**src/pdc_consts.svh**
```systemverilog
// timing counts, frame field positions, register offsets and reset values of the synthesizer control
`ifndef PDC_CONSTS_SVH
`define PDC_CONSTS_SVH

`define PDC_CLK_MHZ          100
`define PDC_WAKE_TIME_NS     2000
`define PDC_WAKE_CYCLES      ((`PDC_WAKE_TIME_NS * `PDC_CLK_MHZ) / 1000)
`define PDC_ERR_LIMIT        8'h04
`define PDC_LOCK_WIN         8'h02
`define PDC_LOCK_COUNT       8'h08

`define PDC_FRAME_W          19
`define PDC_REF_FRAME_BITS   5'h12
`define PDC_DIV_FRAME_BITS   5'h13
`define PDC_REF_LATCH_W      17
`define PDC_DIV_LATCH_W      18
`define PDC_REF_RATIO_W      14
`define PDC_MAIN_RATIO_W     11
`define PDC_SWALLOW_W        7
`define PDC_FRAME_SEL_POS    0
`define PDC_REF_RATIO_LSB    0
`define PDC_REF_PRESC_POS    14
`define PDC_REF_POL_POS      15
`define PDC_REF_MON_POS      16
`define PDC_DIV_SWALLOW_LSB  0
`define PDC_DIV_MAIN_LSB     7

`define PDC_REF_LATCH_RST    17'h00005
`define PDC_DIV_LATCH_RST    18'h00280

`define PDC_OFS_FRAME        12'h000
`define PDC_OFS_STATUS       12'h004
`define PDC_OFS_REF_LATCH    12'h008
`define PDC_OFS_DIV_LATCH    12'h00c

`endif

```
**src/pdc_pkg.sv**
```systemverilog
// types shared by the synthesizer control modules
package pdc_pkg;
   typedef enum logic [1:0] {
      PDC_SLEEP,
      PDC_WARM,
      PDC_RUN
   } pdc_power_type;

   typedef struct packed {
      logic        ok;
      logic [18:0] frame;
   } pdc_frame_type;
endpackage

```
**src/pdc_div_if.sv**
```systemverilog
// link between the control logic and one programmable divider
`timescale 1ns/1ps
interface pdc_div_if #(parameter int WIDTH = 14);
   logic             tick;
   logic             clear;
   logic [WIDTH-1:0] ratio;
   logic             pulse;
   logic             half;

   modport ctrl (output tick, output clear, output ratio, input pulse, input half);
   modport div  (input tick, input clear, input ratio, output pulse, output half);
endinterface

```
**src/pdc_divider.sv**
```systemverilog
// programmable divide-by-ratio counter with terminal pulse and half-rate square output
`timescale 1ns/1ps
module pdc_divider #(
   parameter int WIDTH = 14
) (
   input wire logic ref_clk,
   input wire logic rst_n,
   pdc_div_if.div   port
);
   typedef struct packed {
      logic [WIDTH-1:0] count;
      logic             pulse;
      logic             half;
   } pdc_div_state_type;

   pdc_div_state_type st_r;
   pdc_div_state_type st_nxt;

   always_comb begin
      st_nxt = st_r;
      st_nxt.pulse = 1'b0;
      if (port.clear) begin
         st_nxt = '0;
      end else if (port.tick) begin
         // terminal count at ratio-1 gives exactly ratio ticks per output pulse
         if (st_r.count >= port.ratio - WIDTH'(1)) begin
            st_nxt.count = '0;
            st_nxt.pulse = 1'b1;
            st_nxt.half  = ~st_r.half;
         end else begin
            st_nxt.count = st_r.count + WIDTH'(1);
         end
      end
   end

   always_ff @(posedge ref_clk or negedge rst_n) begin
      if (!rst_n) begin
         st_r <= '0;
      end else begin
         st_r <= st_nxt;
      end
   end

   assign port.pulse = st_r.pulse;
   assign port.half  = st_r.half;
endmodule

```
**src/pdc_pll_ctrl.sv**
```systemverilog
// serially programmed synthesizer control: latches, dividers, phase detector, power saving, register slave
// Operation
// - main counter is an 11-bit binary field, ratios 5 to 2047, never below 5; the code does not check this and loads any 11-bit value
// - swallow counter is a 7-bit binary field covering 0 to 127
// - prescaler select high gives 64/65, low gives 128/129
// - monitor select high shows divided monitor, low shows lock detect on shared pin
// - polarity bit inverts pump sense and both comparator outputs
// - polarity high: ref fast pump high; ref slow pump low; equal pump off
// - polarity low: ref fast pump low; ref slow pump high; equal pump off
// - monitor shows divided reference when polarity high, divided comparison when low
// - power-save pin low stops the loop logic; high returns to normal
// - after wake-up the phase error output is limited in length
// - in power saving the pump floats and lock detect reads locked
// - serial port keeps shifting and latching during power saving
// - pump-disable pin low floats the pump, high allows normal output
// - one data bit shifted in on each rising serial clock edge
// - load strobe rising moves word to reference latch if select high, else divider latch
// - divider word: select bit, swallow bits 1-7, main bits 1-11
//
// Implementation choices: the APB interface to the registers and the placing of the registers.
`timescale 1ns/1ps
`include "pdc_consts.svh"
module pdc_pll_ctrl
   import pdc_pkg::*;
#(
   parameter int WAKE_CYCLES = `PDC_WAKE_CYCLES
) (
   input  wire logic        ref_clk,
   input  wire logic        rst_n,
   input  wire logic        serData,
   input  wire logic        serClk,
   input  wire logic        loadStrobe,
   input  wire logic        powerSavePin,
   input  wire logic        pumpDisablePin,
   input  wire logic        oscPin,
   input  wire logic        prescPin,
   input  wire logic        psel,
   input  wire logic        penable,
   input  wire logic        pwrite,
   input  wire logic [11:0] paddr,
   input  wire logic [31:0] pwdata,
   output logic      [31:0] prdata,
   output logic             pready,
   output logic             pslverr,
   output logic             prescalerRatioSelect,
   output logic             modulusCtrl,
   output logic             pumpOut,
   output logic             pumpOe,
   output logic             refPhaseOut,
   output logic             cmpPhaseOut,
   output logic             cmpPhaseOe,
   output logic             lockOrMonitorOut
);
   typedef struct packed {
      pdc_power_type                  power;
      logic [15:0]                    wakeCnt;
      logic [`PDC_FRAME_W-1:0]        shift;
      logic [4:0]                     bitCnt;
      logic                           serClkPrev;
      logic                           loadPrev;
      logic                           oscPrev;
      logic                           prescPrev;
      logic [`PDC_REF_LATCH_W-1:0]    refLatch;
      logic [`PDC_DIV_LATCH_W-1:0]    divLatch;
      logic [`PDC_SWALLOW_W-1:0]      swallowCnt;
      logic                           up;
      logic                           down;
      logic [7:0]                     errCnt;
      logic                           errLong;
      logic [7:0]                     lockCnt;
      logic                           lockDetect;
      logic                           pumpOut;
      logic                           pumpOe;
      logic                           refPhase;
      logic                           cmpPhaseOe;
      logic                           monOut;
      logic [31:0]                    prdata;
      logic                           pslverr;
   } pdc_ctrl_state_type;

   pdc_ctrl_state_type st_r;
   pdc_ctrl_state_type st_nxt;
   logic [6:0] pinSync;
   logic       dataS;
   logic       clkS;
   logic       loadS;
   logic       pwrS;
   logic       pumpEnS;
   logic       oscS;
   logic       prescS;

   pdc_sync #(.WIDTH(7)) u_sync (
      .ref_clk (ref_clk),
      .rst_n   (rst_n),
      .pinIn   ({serData, serClk, loadStrobe, powerSavePin, pumpDisablePin, oscPin, prescPin}),
      .pinOut  (pinSync)
   );
   assign {dataS, clkS, loadS, pwrS, pumpEnS, oscS, prescS} = pinSync;
   pdc_div_if #(.WIDTH(`PDC_REF_RATIO_W))  refDiv ();
   pdc_div_if #(.WIDTH(`PDC_MAIN_RATIO_W)) mainDiv ();
   pdc_divider #(.WIDTH(`PDC_REF_RATIO_W)) u_ref_div (
      .ref_clk (ref_clk),
      .rst_n   (rst_n),
      .port    (refDiv.div)
   );
   pdc_divider #(.WIDTH(`PDC_MAIN_RATIO_W)) u_main_div (
      .ref_clk (ref_clk),
      .rst_n   (rst_n),
      .port    (mainDiv.div)
   );

   ////////////////////////////////////////////////////////////////////////////////
   // latch fields
   logic [`PDC_REF_RATIO_W-1:0]  refRatio;
   logic [`PDC_MAIN_RATIO_W-1:0] mainRatio;
   logic [`PDC_SWALLOW_W-1:0]    swallowRatio;
   logic                         prescalerRatioSel;
   logic                         phasePolarityBit;
   logic                         monitorOutputSelect;
   logic                         sleeping;
   logic                         warming;

   assign refRatio            = st_r.refLatch[`PDC_REF_RATIO_LSB +: `PDC_REF_RATIO_W];
   assign prescalerRatioSel   = st_r.refLatch[`PDC_REF_PRESC_POS];
   assign phasePolarityBit    = st_r.refLatch[`PDC_REF_POL_POS];
   assign monitorOutputSelect = st_r.refLatch[`PDC_REF_MON_POS];
   assign mainRatio           = st_r.divLatch[`PDC_DIV_MAIN_LSB +: `PDC_MAIN_RATIO_W];
   assign swallowRatio        = st_r.divLatch[`PDC_DIV_SWALLOW_LSB +: `PDC_SWALLOW_W];
   assign sleeping            = (st_r.power == PDC_SLEEP);
   assign warming             = (st_r.power == PDC_WARM);
   // both dividers held cleared while asleep so they restart in step on wake-up
   assign refDiv.tick   = oscS & ~st_r.oscPrev;
   assign refDiv.clear  = sleeping;
   assign refDiv.ratio  = refRatio;
   assign mainDiv.tick  = prescS & ~st_r.prescPrev;
   assign mainDiv.clear = sleeping;
   assign mainDiv.ratio = mainRatio;

   ////////////////////////////////////////////////////////////////////////////////
   // frame handling shared by the serial port and the register slave
   // a word is complete at 18 bits (reference) or 19 or more bits (divider, count saturates at 19); anything else is partial
   function automatic pdc_frame_type alignFrame(input logic [`PDC_FRAME_W-1:0] sr, input logic [4:0] cnt);
      pdc_frame_type f;
      f.ok    = 1'b0;
      f.frame = sr;
      if (cnt >= `PDC_DIV_FRAME_BITS) begin
         f.ok = ~sr[`PDC_FRAME_SEL_POS];
      end else if (cnt == `PDC_REF_FRAME_BITS) begin
         f.frame = {1'b0, sr[`PDC_FRAME_W-1:1]};
         f.ok    = f.frame[`PDC_FRAME_SEL_POS];
      end
      return f;
   endfunction
   function automatic pdc_ctrl_state_type applyFrame(input pdc_ctrl_state_type s, input logic [`PDC_FRAME_W-1:0] wd);
      pdc_ctrl_state_type r;
      r = s;
      if (wd[`PDC_FRAME_SEL_POS]) begin
         r.refLatch = wd[`PDC_REF_LATCH_W:1];
      end else begin
         r.divLatch = wd[`PDC_DIV_LATCH_W:1];
      end
      return r;
   endfunction

   ////////////////////////////////////////////////////////////////////////////////
   // register slave
   logic          apbAccess;
   logic          apbWrite;
   logic          apbRead;
   pdc_frame_type serFrame;
   logic          leadErr;
   logic          lagErr;
   logic          refPulseEvt;
   logic          cmpPulseEvt;

   assign apbAccess = psel & penable;
   assign apbWrite  = apbAccess & pwrite;
   assign apbRead   = apbAccess & ~pwrite;
   assign serFrame  = alignFrame(st_r.shift, st_r.bitCnt);

   ////////////////////////////////////////////////////////////////////////////////
   // next state
   always_comb begin
      st_nxt = st_r;
      st_nxt.serClkPrev = clkS;
      st_nxt.loadPrev   = loadS;
      st_nxt.oscPrev    = oscS;
      st_nxt.prescPrev  = prescS;
      refPulseEvt = refDiv.pulse;
      cmpPulseEvt = mainDiv.pulse;
      // serial port runs regardless of the power state
      if (clkS && !st_r.serClkPrev) begin
         st_nxt.shift = {dataS, st_r.shift[`PDC_FRAME_W-1:1]};
         if (st_r.bitCnt < `PDC_DIV_FRAME_BITS) begin
            st_nxt.bitCnt = st_r.bitCnt + 5'h01;
         end
      end
      if (loadS && !st_r.loadPrev) begin
         if (serFrame.ok) begin
            st_nxt = applyFrame(st_nxt, serFrame.frame);
         end
         st_nxt.bitCnt = '0;
      end
      // a register write of a whole frame acts like a serial load and wins a same-cycle tie
      if (apbWrite && paddr == `PDC_OFS_FRAME) begin
         st_nxt = applyFrame(st_nxt, pwdata[`PDC_FRAME_W-1:0]);
      end
      // power state
      case (st_r.power)
         PDC_SLEEP: begin
            if (pwrS) begin
               st_nxt.power   = PDC_WARM;
               st_nxt.wakeCnt = 16'(WAKE_CYCLES);
            end
         end
         PDC_WARM: begin
            if (!pwrS) begin
               st_nxt.power = PDC_SLEEP;
            end else if (st_r.wakeCnt == '0) begin
               st_nxt.power = PDC_RUN;
            end else begin
               st_nxt.wakeCnt = st_r.wakeCnt - 16'h0001;
            end
         end
         PDC_RUN: begin
            if (!pwrS) begin
               st_nxt.power = PDC_SLEEP;
            end
         end
         default: begin
            st_nxt.power = PDC_SLEEP;
         end
      endcase

      // swallow counter: first A prescaler periods of each main cycle use the larger modulus
      if (sleeping || cmpPulseEvt) begin
         st_nxt.swallowCnt = swallowRatio;
      end else if (mainDiv.tick && st_r.swallowCnt != '0) begin
         st_nxt.swallowCnt = st_r.swallowCnt - 7'h01;
      end

      // phase-frequency detector: up means reference ahead of comparison
      if (sleeping) begin
         st_nxt.up         = 1'b0;
         st_nxt.down       = 1'b0;
         st_nxt.errCnt     = '0;
         st_nxt.errLong    = 1'b0;
         st_nxt.lockCnt    = '0;
         st_nxt.lockDetect = 1'b1;
      end else begin
         st_nxt.up   = st_r.up | refPulseEvt;
         st_nxt.down = st_r.down | cmpPulseEvt;
         if (st_nxt.up && st_nxt.down) begin
            st_nxt.up   = 1'b0;
            st_nxt.down = 1'b0;
         end
         if (st_r.up || st_r.down) begin
            if (st_r.errCnt != 8'hff) begin
               st_nxt.errCnt = st_r.errCnt + 8'h01;
            end
            if (st_r.errCnt >= `PDC_LOCK_WIN) begin
               st_nxt.errLong = 1'b1;
            end
            // right after wake-up an error pulse is cut short so an arbitrary start phase cannot kick the loop
            if (warming && st_r.errCnt >= `PDC_ERR_LIMIT - 8'h01) begin
               st_nxt.up   = 1'b0;
               st_nxt.down = 1'b0;
            end
         end else begin
            st_nxt.errCnt = '0;
         end
         // lock is judged once per reference period
         if (refPulseEvt) begin
            st_nxt.errLong = 1'b0;
            if (st_r.errLong) begin
               st_nxt.lockCnt    = '0;
               st_nxt.lockDetect = 1'b0;
            end else if (st_r.lockCnt >= `PDC_LOCK_COUNT - 8'h01) begin
               st_nxt.lockDetect = 1'b1;
            end else begin
               st_nxt.lockCnt = st_r.lockCnt + 8'h01;
            end
         end
      end

      // output stage: lead is the error that drives the pump high for the chosen polarity
      leadErr = phasePolarityBit ? st_r.up : st_r.down;
      lagErr  = phasePolarityBit ? st_r.down : st_r.up;
      if (leadErr) begin
         st_nxt.pumpOut    = 1'b1;
         st_nxt.refPhase   = 1'b0;
         st_nxt.cmpPhaseOe = 1'b1;
      end else if (lagErr) begin
         st_nxt.pumpOut    = 1'b0;
         st_nxt.refPhase   = 1'b1;
         st_nxt.cmpPhaseOe = 1'b0;
      end else begin
         st_nxt.pumpOut    = 1'b0;
         st_nxt.refPhase   = 1'b0;
         st_nxt.cmpPhaseOe = 1'b0;
      end
      st_nxt.pumpOe = (leadErr | lagErr) & pumpEnS & ~sleeping;
      if (sleeping) begin
         st_nxt.refPhase   = 1'b0;
         st_nxt.cmpPhaseOe = 1'b0;
      end
      if (monitorOutputSelect) begin
         st_nxt.monOut = phasePolarityBit ? refDiv.half : mainDiv.half;
      end else begin
         st_nxt.monOut = st_nxt.lockDetect;
      end

      // register reads answer in the access cycle; unmapped offsets flag an error
      st_nxt.prdata  = '0;
      st_nxt.pslverr = 1'b0;
      if (psel && !penable) begin
         case (paddr)
            `PDC_OFS_FRAME: begin
               st_nxt.prdata = '0;
            end
            `PDC_OFS_STATUS: begin
               st_nxt.prdata = {24'h000000, st_r.errLong, st_r.down, st_r.up, modulusCtrl,
                                pwrS, st_r.power, st_r.lockDetect};
            end
            `PDC_OFS_REF_LATCH: begin
               st_nxt.prdata = {15'h0000, st_r.refLatch};
            end
            `PDC_OFS_DIV_LATCH: begin
               st_nxt.prdata = {14'h0000, st_r.divLatch};
            end
            default: begin
               st_nxt.pslverr = 1'b1;
            end
         endcase
      end
   end

   always_ff @(posedge ref_clk or negedge rst_n) begin
      if (!rst_n) begin
         st_r            <= '0;
         st_r.power      <= PDC_SLEEP;
         st_r.refLatch   <= `PDC_REF_LATCH_RST;
         st_r.divLatch   <= `PDC_DIV_LATCH_RST;
         st_r.lockDetect <= 1'b1;
      end else begin
         st_r <= st_nxt;
      end
   end

   ////////////////////////////////////////////////////////////////////////////////
   // outputs
   assign prescalerRatioSelect = prescalerRatioSel;
   assign modulusCtrl          = (st_r.swallowCnt != '0);
   assign pumpOut              = st_r.pumpOut;
   assign pumpOe               = st_r.pumpOe;
   assign refPhaseOut          = st_r.refPhase;
   assign cmpPhaseOut          = 1'b0;
   assign cmpPhaseOe           = st_r.cmpPhaseOe;
   assign lockOrMonitorOut     = st_r.monOut;
   assign pready               = 1'b1;
   assign prdata               = apbRead ? st_r.prdata : 32'h00000000;
   assign pslverr              = apbAccess & st_r.pslverr;
endmodule

```
**src/pdc_sync.sv**
```systemverilog
// two-stage synchronizer for pin inputs
`timescale 1ns/1ps
module pdc_sync #(
   parameter int WIDTH = 7
) (
   input  wire logic             ref_clk,
   input  wire logic             rst_n,
   input  wire logic [WIDTH-1:0] pinIn,
   output logic      [WIDTH-1:0] pinOut
);
   typedef struct packed {
      logic [WIDTH-1:0] stage1;
      logic [WIDTH-1:0] stage2;
   } pdc_sync_state_type;

   pdc_sync_state_type st_r;
   pdc_sync_state_type st_nxt;

   always_comb begin
      st_nxt.stage1 = pinIn;
      st_nxt.stage2 = st_r.stage1;
   end

   always_ff @(posedge ref_clk or negedge rst_n) begin
      if (!rst_n) begin
         st_r <= '0;
      end else begin
         st_r <= st_nxt;
      end
   end

   assign pinOut = st_r.stage2;
endmodule
```
**config.mk**
```make
export PLATFORM = sky130hd
export DESIGN_NAME = pdc_pll_ctrl
export DESIGN_NICKNAME = d
export VERILOG_FILES = /design/src/pdc_pkg.sv /design/src/pdc_div_if.sv /design/src/pdc_divider.sv /design/src/pdc_pll_ctrl.sv /design/src/pdc_sync.sv
export VERILOG_INCLUDE_DIRS = /design/src
export SDC_FILE = /design/constraint.sdc
export NUM_CORES = 1
export LEC_CHECK = 0
export ABC_AREA = 1
export BUFFER_PORTS_ARGS = -buffer_cell sky130_fd_sc_hd__buf_2
export CORE_AREA = 2 2 187 189
export CTS_CLUSTER_DIAMETER = 120
export CTS_CLUSTER_SIZE = 16
export DETAILED_ROUTE_END_ITERATION = 6
export DIE_AREA = 0 0 189 191
export PLACE_DENSITY_LB_ADDON = 0.05
export SYNTH_ARGS = -nofsm -noshare
export SYNTH_HDL_FRONTEND = slang
export SYNTH_HIERARCHICAL = 1
export SYNTH_SLANG_ARGS = --single-unit
```
**constraint.sdc**
```tcl
create_clock -name ref_clk -period 2.4 [get_ports ref_clk]
set_input_delay 0.48 -clock ref_clk [delete_from_list [all_inputs] [get_ports ref_clk]]
set_output_delay 0.48 -clock ref_clk [all_outputs]
set_load 0.01 [all_outputs]
```
Yosys cells after proc, flatten, opt, wreduce, memory -nomap -nowiden. Cells that the tools add are included.

Register bits: 189.

$add $sub $neg: 9. Magnitude comparators: 7. Equality and inequality tests: 7. Multiplexer cells: 54. Bitwise gates (word level): 18. Reduce and logical (&&, ||, !) cells: 23.

Operator list (count): 100-bit 2-to-1 mux (2); 109-bit 2-to-1 mux (1); 16-bit 2-to-1 mux (4); 18-bit 2-to-1 mux (3); 18-bit one-hot mux with 3 select lines (1); 20-bit 2-to-1 mux (2); 19-bit 2-to-1 mux (2); 17-bit 2-to-1 mux (2); 32-bit 2-to-1 mux (1); 16-bit one-hot mux with 2 select lines (1); 13-bit 2-to-1 mux (2); 12-bit by 4-bit == test with 1-bit output (second input constant) (2); 24-bit 2-to-1 mux (1); 8-bit 2-to-1 mux (3); 2-bit 2-to-1 mux (11); 8-bit by 1-bit adder with 8-bit output (second input constant) (2); 8-bit by 2-bit >= comparator with 1-bit output (second input constant) (2); 16-bit zero test (1); 16-bit by 1-bit subtractor with 16-bit output (second input constant) (1); 14-bit by 1-bit adder with 14-bit output (second input constant) (1); 14-bit >= comparator (1); 14-bit 2-to-1 mux (1); 7-bit 2-to-1 mux (2); 14-bit by 1-bit subtractor with 14-bit output (second input constant) (1); other kinds (31) (68).

Depth between registers and ports, before layout. Gate-level depths: netlist (run 1).

Depth in word-level cells: 13. Mapped depth: 19. Gate-level depth less buffers: 18.

Hierarchy. Netlist (run 1), hierarchy kept.

By module, submodules not included: pdc_pll_ctrl (instances 1, cells each 970, area an instance 7243.2 um^2, sequential area each 3309.4 um^2); pdc_divider (u_ref_div) (instances 1, cells each 226, area an instance 1570.3 um^2, sequential area each 400.4 um^2); pdc_divider (u_main_div) (instances 1, cells each 185, area an instance 1267.5 um^2, sequential area each 325.3 um^2); pdc_sync (instances 1, cells each 14, area an instance 350.3 um^2, sequential area each 350.3 um^2).

Worst setup path after synthesis (run 1). Ideal clock, no wire load.

Path type: register to register. Start: register st_r, in the netlist refDiv.ratio[1]. End: register u_ref_div/st_r[6] (netlist name). Library setup time: 0.066 ns. Arrival: 2.225 ns. Required time: 2.334 ns. Setup slack: 0.109 ns. Cell stages (with the launch flop): 18. Cells stage by stage: dfrtp_1 -> inv_2 -> nand2_1 -> nor2_2 -> nand3_2 -> nor3_2 -> nand2_1 -> xnor2_1 -> inv_1 -> ha_1 -> a21oi_1 -> nand2_1 -> nor2_1 -> nand3_1 -> inv_2 -> buf_6 -> nand3b_1 -> nand2_1.

Word-level cells in the longest chain between the ends: 5.

RTL lines: start, declared (RTL line pdc_pll_ctrl.sv:81) `pdc_ctrl_state_type st_r;`; start signal, assigned (RTL line pdc_pll_ctrl.sv:346) `st_r <= st_nxt;`; 14-bit by 1-bit subtractor with 14-bit output (RTL line pdc_divider.sv:26) `if (st_r.count >= port.ratio - WIDTH'(1)) begin`; 14-bit >= comparator (RTL line pdc_divider.sv:26); 14-bit 2-to-1 mux (RTL line pdc_divider.sv:26); 16-bit 2-to-1 mux (RTL line pdc_divider.sv:24) `end else if (port.tick) begin`; 16-bit 2-to-1 mux (RTL line pdc_divider.sv:22) `if (port.clear) begin`; end signal, assigned (RTL line pdc_divider.sv:40) `st_r <= st_nxt;`; end, declared (RTL line pdc_divider.sv:16) `pdc_div_state_type st_r;`.

No other way between the ends. The select of a mux whose other input is x is not followed. A chain may end at the register's enable or synchronous reset.

Worst setup path after layout (run 1).
Start: register st_r, in the netlist refDiv.ratio[0]. End: register u_ref_div/st_r[15] (netlist name).

Same word-level chain as after synthesis.

==> impl_results.md, run 1 <==
* Outcome: finished, violations left
* Failing checks: negative setup slack
* Reg-to-reg startpoint: refDiv.ratio[0]
* Post-synth EDFFs at 0
* Levels on crit path at 15
* Syn_area_per_cell at 7.48 sq um
* Yosys reg bits at 175
* Final core utilization at 36.7%
* Synth cell types at 44
* GRT Total Usage at 16.9%
* Design Area, Final at 12500 sq um
* ANT cells at 0
* R2R depth at 15
* Crit-path leading delay family: simple AND/OR/NAND/NOR gates
* Die Ht at 191 microns
* Layout area overhead at 20.1%
* Max Fclk at 414 MHz
* Initial antenna violation count at 0
* Max_cap viols at 0
* Worst setup SP type: flip-flop
* Via total after detailed routing at 8967
* Buf/Inv on CP at 4
* Final min period at 2410 ps
* Most common cell after layout, fill and taps aside: nand2_1
* Dominant cell type by area after synthesis: dfrtp_1
* # DRC at 0
* Area share of the largest cell type after synthesis at 40.8%
* Cells after Synth at 1395
* Post-Syn Area at 10400 sq um
* Final hold viol count at 0
* Total Wirelength at 29.1 mm
* Least-Margin Pin Slew at 628 ps
* Placed cell area at 11700 sq um
* Initial core utilization at 30.6%
* Vias in the first global route at 8874
* Worst-Skew Late Latency at 450 ps
* DP HPWL at 21.8 mm
* Post-synthesis sequential area ratio at 42.0%
* Routed len/inst at 14.7 microns
* Worst Hold Class: input pin to flip-flop
* Ys async rst share at 100%
* Slowest stage delay, CP at 590 ps
* Buffers on Ports at 68
* Cell Pwr Density at 606 nW/um^2
* Synth top area cells: dfrtp_1 (41%), nand2_1 (13%), inv_1 (7.5%)
* Final Setup Violations at 7
* Leak at 6.38 nW
* RSZ-0062 raised after global routing: true
* Setup CP Type: flip-flop to flip-flop
* Setup crit end: u_ref_div/st_r[15]
* Setup crit end kind: flip-flop
* Commonest cells after routing, fill and taps aside: nand2_1 (349), inv_1 (206), dfrtp_1 (170)
* Fillers at 3653
* Pin count of the biggest net entering global routing at 49
* Final worst-path setup slack at -12.8 ps
* CP arrival at 2750 ps
* Clock Sinks at 175
* H-tree depth at 4
* Standard-cell row count at 68
* Most used DFF post-synth: dfrtp_1
* Flop2flop setup slack at -10 ps
* Cts bufs inserted at 17
* DRT iter0 DRCs at 555
* CP Cell Sequence: inv_2, ha_4, nand4_1, buf_4, nor3_2, xnor2_1, ha_1, nand4_1, nor2_1, nand2_1, nand3_2, inv_2, buf_12, nand3b_1, nand2_1
* GPL Wtd Cong at 0.806
* Clock Path Buffers at 2
* Top Ports at 98
* Final nets at 1610
* CP startpoint: refDiv.ratio[0]
* GRT overflow at 0
* Root Buffer: clkbuf_16
* Initial DRT Pass Iterations at 5
* Global-route wire length before repair at 47.7 mm
* Proportion of layout cells with a drive suffix above 1 at 17.6%
* Post-DRT Antenna Nets at 0
* Drt via density at 4.52
* VDD IR max at 0.528 mV
* Slew Viols, Final at 0
* Slowest CP cell: dfstp_2
* CP max FO at 15
* TritonCTS clock tree: yes
* Fin crit share at 101%
* CTS clock-pin slew for the worst setup and hold paths at 70 ps
* Slew margin rel. at 58.0%
* Clock skew at 12.3 ps
* Synth Warn # at 6
* Worst reg2reg path endpoint: u_ref_div/st_r[15]
* Die width at 189 microns
* Die Footprint at 36100 sq um
* Core area at 34100 sq um
* CP required at 2740 ps
-- worst reg2reg max path: stages (launching register included) --
cell	delay, ps
dfstp_2	590
inv_2	70
ha_4	170
nand4_1	140
buf_4	140
nor3_2	40
xnor2_1	140
ha_1	270
nand4_1	130
nor2_1	120
nand2_1	90
nand3_2	90
inv_2	50
buf_12	140
nand3b_1	80
nand2_1	50
-- per-stage QoR --
stage	cells	hold WS, ps	setup WS, ps	total power [mW]	TNS [ps]
after floorplan	1409	184	109	4.29	0
after global placement	1945	333	-88.5	4.75	-1080
after detailed placement	1945	336	-97.1	4.75	-1650
after CTS	1981	112	-43.7	7.71	-583
after global routing	1984	116	-239	8.07	-4640
final	1984	139	-12.8	7.59	-46.1
-- cell usage after synthesis, types with 2 or more instances --
cell      count
nor2_2       12
clkinv_1      3
nand4_2       2
clkbuf_1     11
xnor2_1      16
a21oi_1      29
buf_2        19
o21ai_0      51
o22ai_1       2
nor3_1       15
or2_1         2
buf_4        21
nand2_2       5
nand3_2       4
nand3_1     119
a31oi_1       2
ha_1         38
o211ai_1      5
nor3_2        8
o21ai_2       3
nand3b_1      6
inv_2         8
nor2_1      134
dfrtp_1     170
nor2_4        6
conb_1        2
or2_2         2
dfstp_2       5
xor2_1       30
nand2_1     357
inv_1       209
nand4_1      73
buf_6         4
o21ai_1      12
-- metal layers --
metal | vias up | part of all wire (%) | global-route usage, %
met2 | 133 | 47 | 27.7
met5 | - | 0 | 0
met4 | 0 | 1.7 | 5.11
li1 | 4646 | - | -
met3 | 19 | 2.9 | 2.42
met1 | 4169 | 49 | 23.1
-- state kept, by name, indices dropped and copies added, names as in the netlist --
name                   cells
u_main_div/port.half       1
u_main_div/port.pulse      1
cmpPhaseOe                 1
pumpOut                    1
u_ref_div/port.half        1
u_ref_div/st_r            14
u_sync/st_nxt              7
st_r                      99
prescalerRatioSelect       1
refDiv.ratio              14
mainDiv.ratio             11
phasePolarityBit           1
refPhaseOut                1
pumpOe                     1
u_ref_div/port.pulse       1
monitorOutputSelect        1
u_main_div/st_r           11
u_sync/pinOut              7
lockOrMonitorOut           1
-- how the worst min path moves through the flow --
stage / from / to / slack, ps / cells past startpoint
3_5_place_dp: u_sync/st_nxt[4] / u_sync/pinOut[4] / 340 / 0
3_3_place_gp: u_sync/st_nxt[5] / u_sync/pinOut[5] / 330 / 0
6_report: pumpDisablePin / u_sync/st_nxt[2] / 140 / 1
4_1_cts: pumpDisablePin / u_sync/st_nxt[2] / 110 / 1
5_1_grt: serClk / u_sync/st_nxt[5] / 120 / 1
2_1_floorplan: rst_n / cmpPhaseOe / 180 / 0
-- repair_timing --
item / 4_1_cts / 5_1_grt
setup endpoints to repair: 26 / 29
gates cloned: 0 / 0
buffers inserted: 3 / 3
hold buffers: 1 / 0
endpoints found under the hold margin: 29 / 0
resized for setup: 20 / 32
pin swaps: 19 / 24
-- area by class of cell --
class                   instances  area (sq um)  area share (%)
multi-input cells             957          5120            40.9
flip-flops and latches        175          4390            35.0
repair buffers                145          1020            8.17
inverters                     220           826            6.59
well taps                     455           569            4.54
clock buffers                  22           474            3.79
clock inverters                10           128            1.02
-- cells by family after synthesis --
| kind of cell | after synthesis | synth area share [%] |
|---|---|---|
| AND/OR/NAND/NOR | 749 | 32.7 |
| buffers and inverters | 277 | 11.3 |
| XOR/XNOR | 46 | 3.86 |
| flip-flops | 175 | 42.0 |
| adder cells (fa/ha/maj) | 38 | 4.56 |
| AO/OA/AOI/OAI | 108 | 5.55 |
| other | 2 | 0.0720 |
-- power breakdown --
part           internal (mW)  total (mW)  switching, mW
combinational          0.437        1.32          0.887
clock                   1.63        2.90           1.26
sequential              3.16        3.37          0.209
total                   5.23        7.59           2.36
(Power assumes the default switching activity.)
==> run 2, diff against run 1 <==
CORE_AREA = 2 2 156 158   (was 2 2 187 189)
DIE_AREA = 0 0 158 160   (was 0 0 189 191)
==> run 2 against run 1 <==
The flow still finishes with violations (negative setup slack). Count of clock-buffer cells in the layout is 5 lower. Clock power is 8.3% lower. Routed wire length is 11% lower. Via count is 0.23% higher. Sequential cell count stayed put. Critical endpoint is now u_ref_div/st_r[6]. Maximum frequency is 4.2% lower. Utilization is 14 points higher. Highest routed layer unchanged.
==> impl_results.md, run 2 (synthesized netlist as in run 1, its figures left out) <==
* Outcome: finished, violations left
* Failing checks: negative setup slack
* GRT overflow at 0 (unchanged)
* ANT cells at 0 (unchanged)
* Final nets at 1603 (-0.43%)
* Clock Path Buffers at 2 (unchanged)
* Final worst-path setup slack at -120 ps (-107 ps)
* DP HPWL at 19.4 mm (-11%)
* Most common cell after layout, fill and taps aside: nand2_1
* Max reg flops at 99 (unchanged)
* Root Buffer: clkbuf_16
* Die Footprint at 25300 sq um (-30%)
* GPL Wtd Cong at 0.841 (+4.3%)
* Worst Hold Class: input pin to asynchronous set/reset pin
* Initial antenna violation count at 1 (+1)
* Clock skew at 12.2 ps (-0.0365 ps)
* Leak at 6.28 nW (-1.6%)
* Placed cell area at 11400 sq um (-1.9%)
* Multi-input combinational cell area at 5060 sq um (-1.2%)
* Post-DRT Antenna Nets at 0 (unchanged)
* Total Wirelength at 26.0 mm (-11%)
* Worst-Skew Late Latency at 430 ps (-20 ps)
* Commonest cells after routing, fill and taps aside: nand2_1 (349), inv_1 (207), dfrtp_1 (167)
* DRT iter0 DRCs at 529 (-4.7%)
* Vias in the first global route at 8428 (-5.0%)
* Design Area, Final at 12200 sq um (-2.9%)
* Final core utilization at 51.1% (+14 points)
* Routed len/inst at 14.1 microns (-3.9%)
* GRT Total Usage at 21.4% (+4.5 points)
* Max Fclk at 397 MHz (-4.2%)
* H-tree depth at 4 (unchanged)
* TritonCTS clock tree: yes
* Cts bufs inserted at 17 (unchanged)
* Worst setup SP type: flip-flop
* VDD IR max at 0.372 mV (-29%)
* CP arrival at 2840 ps (+90 ps)
* Slew Viols, Final at 0 (unchanged)
* Post-CTS Hold Fix Bufs at 0 (-1)
* Die Ht at 160 microns (-16%)
* # DRC at 0 (unchanged)
* CTS clock-pin slew for the worst setup and hold paths at 70 ps (about the same)
* Pin count of the biggest net entering global routing at 55 (+12%)
* Least-Margin Pin Slew at 1000 ps (+372 ps)
* Standard-cell row count at 57 (-16%)
* Setup TNS at -1420 ps (-1370 ps)
* Max_cap viols at 0 (unchanged)
* Final hold viol count at 0 (unchanged)
* Slew margin rel. at 33.0% (-25 points)
* Fillers at 2433 (-33%)
* Initial core utilization at 43.8% (+13 points)
* Setup crit end kind: flip-flop
* Setup CP Type: flip-flop to flip-flop
* RSZ-0062 raised after global routing: true
* Final Setup Violations at 16 (+9)
* Register area at 4390 sq um (about the same)
* Proportion of layout cells with a drive suffix above 1 at 16.8% (-0.77 points)
* Cell Pwr Density at 601 nW/um^2 (-0.82%)
* Fin crit share at 105% (+4.5 points)
* Final min period at 2520 ps (+107 ps)
* Buffers on Ports at 68 (unchanged)
* Via total after detailed routing at 8988 (+0.23%)
* CP max FO at 7 (-8)
* Layout area overhead at 16.6%
* Largest Register: st_r
* Drt via density at 4.87 (+7.7%)
* CP required at 2720 ps (-20 ps)
* Die width at 158 microns (-16%)
* Initial DRT Pass Iterations at 5 (unchanged)
* Clock Sinks at 175 (unchanged)
* Top Ports at 98 (unchanged)
* Core area at 23800 sq um (-30%)
* Global-route wire length before repair at 42.6 mm (-11%)
run 2: changes by cell type in the layout (fill, tap and decap cells not counted), moves of 3 or more:
| cell | previous run | this run |
|---|---|---|
| clkinvlp_4 | 2 | 6 |
| nor2_1 | 123 | 127 |
| buf_6 | 5 | 2 |
| clkbuf_8 | 4 | 1 |
| dfrtp_1 | 170 | 167 |
| dfrtp_2 | 0 | 3 |
| nand3_2 | 6 | 3 |
run 2: per-layer routing:
metal  share of wire (%)  global-route usage (%)  vias to the layer above
li1                    -                       -                     4637
met1                  47                    29.9                     4150
met3                 3.6                    3.12                       27
met4                 1.5                    5.77                        0
met2                  48                    34.8                      174
met5                   0                       0                        -
run 2: path summary, 6_finish.rpt:
check,startpoint,slack [ps],endpoint,depth (start not counted)
setup / recovery,refDiv.ratio[1],-120,u_ref_div/st_r[6],16
hold reg to reg,u_sync/st_nxt[2],350,u_sync/pinOut[2],0
min in group ref_clk,serData,140,u_sync/st_nxt[6],1
max in group asynchronous,rst_n,1700,refDiv.ratio[2],2
setup reg to reg,refDiv.ratio[1],-120,u_ref_div/st_r[6],16
hold / removal,rst_n,0.4,u_sync/pinOut[2],1
run 2: power by group:
group | internal [mW] | total (mW) | switching (mW)
clock | 1.36 | 2.66 | 1.30
combinational | 0.428 | 1.28 | 0.853
sequential | 3.16 | 3.37 | 0.212
run 2: layout make-up:
| type | instances | share of cell area (%) |
|---|---|---|
| Timing Repair inverter | 1 | 0.0617 |
| Clock buffer | 17 | 3.50 |
| Timing Repair Buffer | 137 | 7.60 |
| Tap cell | 324 | 3.33 |
| Multi-Input combinational cell | 957 | 41.6 |
| Sequential cell | 175 | 36.1 |
| Inverter | 220 | 6.81 |
| Clock inverter | 15 | 1.04 |
run 2: critical path, stage by stage (launching register included):
cell,delay [ps]
dfrtp_1,390
inv_2,70
nand2_2,70
nor2_4,110
nand3_4,90
nor3_4,220
nand2_1,90
xnor2_1,160
inv_1,90
ha_4,270
nand4_1,120
nor2_1,200
nor2_4,60
nand3_4,120
clkinvlp_4,180
nand3b_1,120
nand2_1,50
run 2: per-stage QoR:
stage	cells	hold WS [ps]	setup slack (ps)	total power, mW
after floorplan	1409	184	109	4.29
after global placement	1810	333	-70.5	4.70
after detailed placement	1810	335	-92.7	4.71
after CTS	1845	21.2	-60.6	7.41
after global routing	1846	24.0	-299	7.75
final	1846	0.427	-120	7.32
run 2: what timing repair did:
| action | in CTS | in global routing |
|---|---|---|
| gates resized for setup | 12 | 26 |
| endpoints found under the hold margin | 0 | 0 |
| setup endpoints to repair | 17 | 29 |
| cloned | 1 | 0 |
| buffers inserted | 2 | 2 |
| pin swaps | 7 | 19 |
==> run 3, diff against run 2 <==
CORE_AREA = 4 4 158 160   (was 2 2 156 158)
DIE_AREA = 0 0 162 164   (was 0 0 158 160)
clock period = 2.1 ns   (was 2.4 ns; I/O delays follow)
==> run 3 against run 2 <==
The run still ends with negative setup slack left. Hold slack better by 87 ps. Global-route usage shrank 0.63 points. Sequential share of layout area is 0.41 points lower. Cell count increased by 0.16%. Worst setup slack got worse by 170 ps. Non-clock buffer count rose by 8. Register-to-register slack worse by 170 ps. Sequential cell count is the same. Via count grew 1.6%. Clock skew fell by 0.82 ps. Sequential power up 15%. First-iteration DRC count rose by 20%. Critical path type unchanged.
==> impl_results.md, run 3 (synthesized netlist as in run 1, its figures left out) <==
* DP HPWL at 19.9 mm (+2.5%)
* Setup crit end: u_main_div/port.half
* Post-DRT Antenna Nets at 0 (unchanged)
* Worst reg2reg path endpoint: u_main_div/port.half
* Proportion of layout cells with a drive suffix above 1 at 17.4% (+0.57 points)
* Placed Cells at 1812 (+0.11%)
* Worst setup SP type: flip-flop
* Slowest CP cell: dfrtp_1
* Logic gate share of total power at 17.6% (about the same)
* Setup crit end kind: flip-flop
* CP max FO at 4 (-3)
* Initial DRT Pass Iterations at 5 (unchanged)
* Cts bufs inserted at 17 (unchanged)
* Max reg flops at 99 (unchanged)
* Clock Sinks at 175 (unchanged)
* Largest Register: st_r
* DRT iter0 DRCs at 633 (+20%)
* CP arrival at 2710 ps (-130 ps)
* Hold path startpoint: oscPin
* Pwr Total at 8.55 mW (+17%)
* Final Setup Violations at 29 (+13)
* Initial core utilization at 44.6% (+0.78 points)
* Slew Viols, Final at 0 (unchanged)
* Drt via density at 4.94 (+1.4%)
* # DRC at 0 (unchanged)
* Failing checks: negative setup slack
* Max Fclk at 419 MHz (+5.6%)
* Die width at 162 microns (+2.5%)
* Final hold viol count at 0 (unchanged)
* GRT Total Usage at 20.8% (-0.63 points)
* Power Internal at 5.89 mW (+19%)
* Total Wirelength at 26.6 mm (+2.2%)
* Most common cell after layout, fill and taps aside: nand2_1
* Sw Share at 31.1% (-1.2 points)
* Top cell by count, worst path: nand2_1
* Layout area overhead at 17.9%
* Pin count of the biggest net entering global routing at 52 (-5.5%)
* Setup CP Type: flip-flop to flip-flop
* Outcome: finished, violations left
* Placed cell area at 11500 sq um (+0.79%)
* Global-route wire length before repair at 44.4 mm (+4.4%)
* R2R depth at 14 (-2)
* CTS clock-pin slew for the worst setup and hold paths at 70 ps (about the same)
* GPL Wtd Cong at 0.865 (+3.0%)
* Least-Margin Pin Slew at 1030 ps (+25.7 ps)
* CP Cell Sequence: or2_1, nor3_4, nand4_1, xor2_1, ha_1, nand2_2, nor2_4, nand3_2, nand2_4, inv_4, nand3_4, nand2_1, nand2_1, nand2_1
* Leak at 6.37 nW (+1.5%)
* Worst-Skew Late Latency at 430 ps (about the same)
* Design Area, Final at 12300 sq um (+1.1%)
* Root Buffer: clkbuf_16
* Clock Path Buffers at 2 (unchanged)
* Reg-to-reg startpoint: mainDiv.ratio[3]
* CP required at 2430 ps (-290 ps)
* Max_cap viols at 0 (unchanged)
* Fin crit share at 114% (+8.6 points)
* Seq pwr share at 45.1% (-1.0 points)
* GRT overflow at 0 (unchanged)
* Die Ht at 164 microns (+2.5%)
* Core area at 23400 sq um (-1.8%)
* Die Footprint at 26600 sq um (+5.1%)
* VDD IR max at 0.527 mV (+42%)
* Routed len/inst at 14.4 microns (+2.1%)
* Commonest cells after routing, fill and taps aside: nand2_1 (351), inv_1 (206), dfrtp_1 (169)
* CP startpoint: mainDiv.ratio[3]
* ANT cells at 0 (unchanged)
* TritonCTS clock tree: yes
* Final nets at 1611 (+0.50%)
* Slew margin rel. at 31.3% (-1.7 points)
* Slowest stage delay, CP at 410 ps (+20 ps)
* Via total after detailed routing at 9132 (+1.6%)
* Cell Pwr Density at 695 nW/um^2 (+16%)
* Net Sw Power at 2.66 mW (+12%)
* Worst Hold Class: input pin to flip-flop
* Vias in the first global route at 8650 (+2.6%)
* Standard-cell row count at 56 (-1.8%)
* Final Non-Filler Cells at 1849 (+0.16%)
* Buffers on Ports at 68 (unchanged)
* Final min period at 2390 ps (-134 ps)
* RSZ-0062 raised after global routing: true
* H-tree depth at 4 (unchanged)
* Top Ports at 98 (unchanged)
* Initial antenna violation count at 0 (-1)
* Clock skew at 11.4 ps (-0.817 ps)
* Flop2flop setup slack at -290 ps (-170 ps)
* Clock network fraction of design power at 37.3% (+0.9 points)
* Final worst-path setup slack at -286 ps (-166 ps)
[run 3: cell count changes in the layout (fill, tap and decap cells not counted), sizes merged, moves of 3 or more]
cell      previous run  this run
inv                224       220
clkbuf              18        22
clkinvlp             6         3
buf                136       144
[run 3: repair_timing]
action	4_1_cts	5_1_grt
pin swaps	3	7
hold endpoints to repair	41	0
cloned	1	0
buffers inserted	1	2
hold buffers	1	0
setup endpoints to repair	29	30
resized for setup	18	18
[run 3: per-layer routing]
| metal | GRT usage [%] | share of wire (%) |
|---|---|---|
| met1 | 28.6 | 47 |
| met2 | 34.2 | 47 |
| met3 | 4.12 | 4.3 |
| met4 | 4.46 | 1.2 |
| met5 | 0 | 0 |
[run 3: area by class of cell]
class,instances,area [sq um]
well taps,319,399
clock buffers,22,484
fillers,2323,11100
multi-input cells,958,5120
flip-flops and latches,175,4390
inverters,220,833
repair buffers,145,977
clock inverters,10,101
[run 3: worst min path at each step]
stage                                  end  slack [ps]  cells past startpoint
after global placement    u_sync/pinOut[4]         330                      0
final                     u_sync/st_nxt[1]          90                      1
after global routing      u_sync/st_nxt[6]          70                      1
after CTS                 u_sync/st_nxt[2]          80                      1
after detailed placement  u_sync/pinOut[6]         330                      0
after floorplan                 cmpPhaseOe         120                      0
[run 3: power by group through the flow]
stage	Combinational (mW)	Clock (mW)	Sequential, mW
floorplan	1.06	0	3.85
global placement	1.47	0	3.91
detailed placement	1.49	0	3.91
CTS	1.51	3.27	3.85
global route	1.75	3.43	3.89
finish	1.51	3.19	3.86
[run 3: worst max-delay path, delay by kind of cell, from the launching register on]
family / cells / cell delay (ps)
AND/OR/NAND/NOR: 11 / 1340
flip-flops: 1 / 410
adder cells (fa/ha/maj): 1 / 310
XOR/XNOR: 1 / 170
buffers and inverters: 1 / 50
[run 3: per-stage QoR]
step           utilization [%]  setup slack (ps)  setup TNS (ps)  hold slack, ps
2_1_floorplan                -              -108            -954             124
3_3_place_gp              49.3              -276           -6420             334
3_5_place_dp              49.3              -313           -7240             335
4_1_cts                   52.2              -266           -6700            75.1
5_1_grt                   52.6              -481          -12230            67.6
6_report                  52.6              -286           -6670            87.3
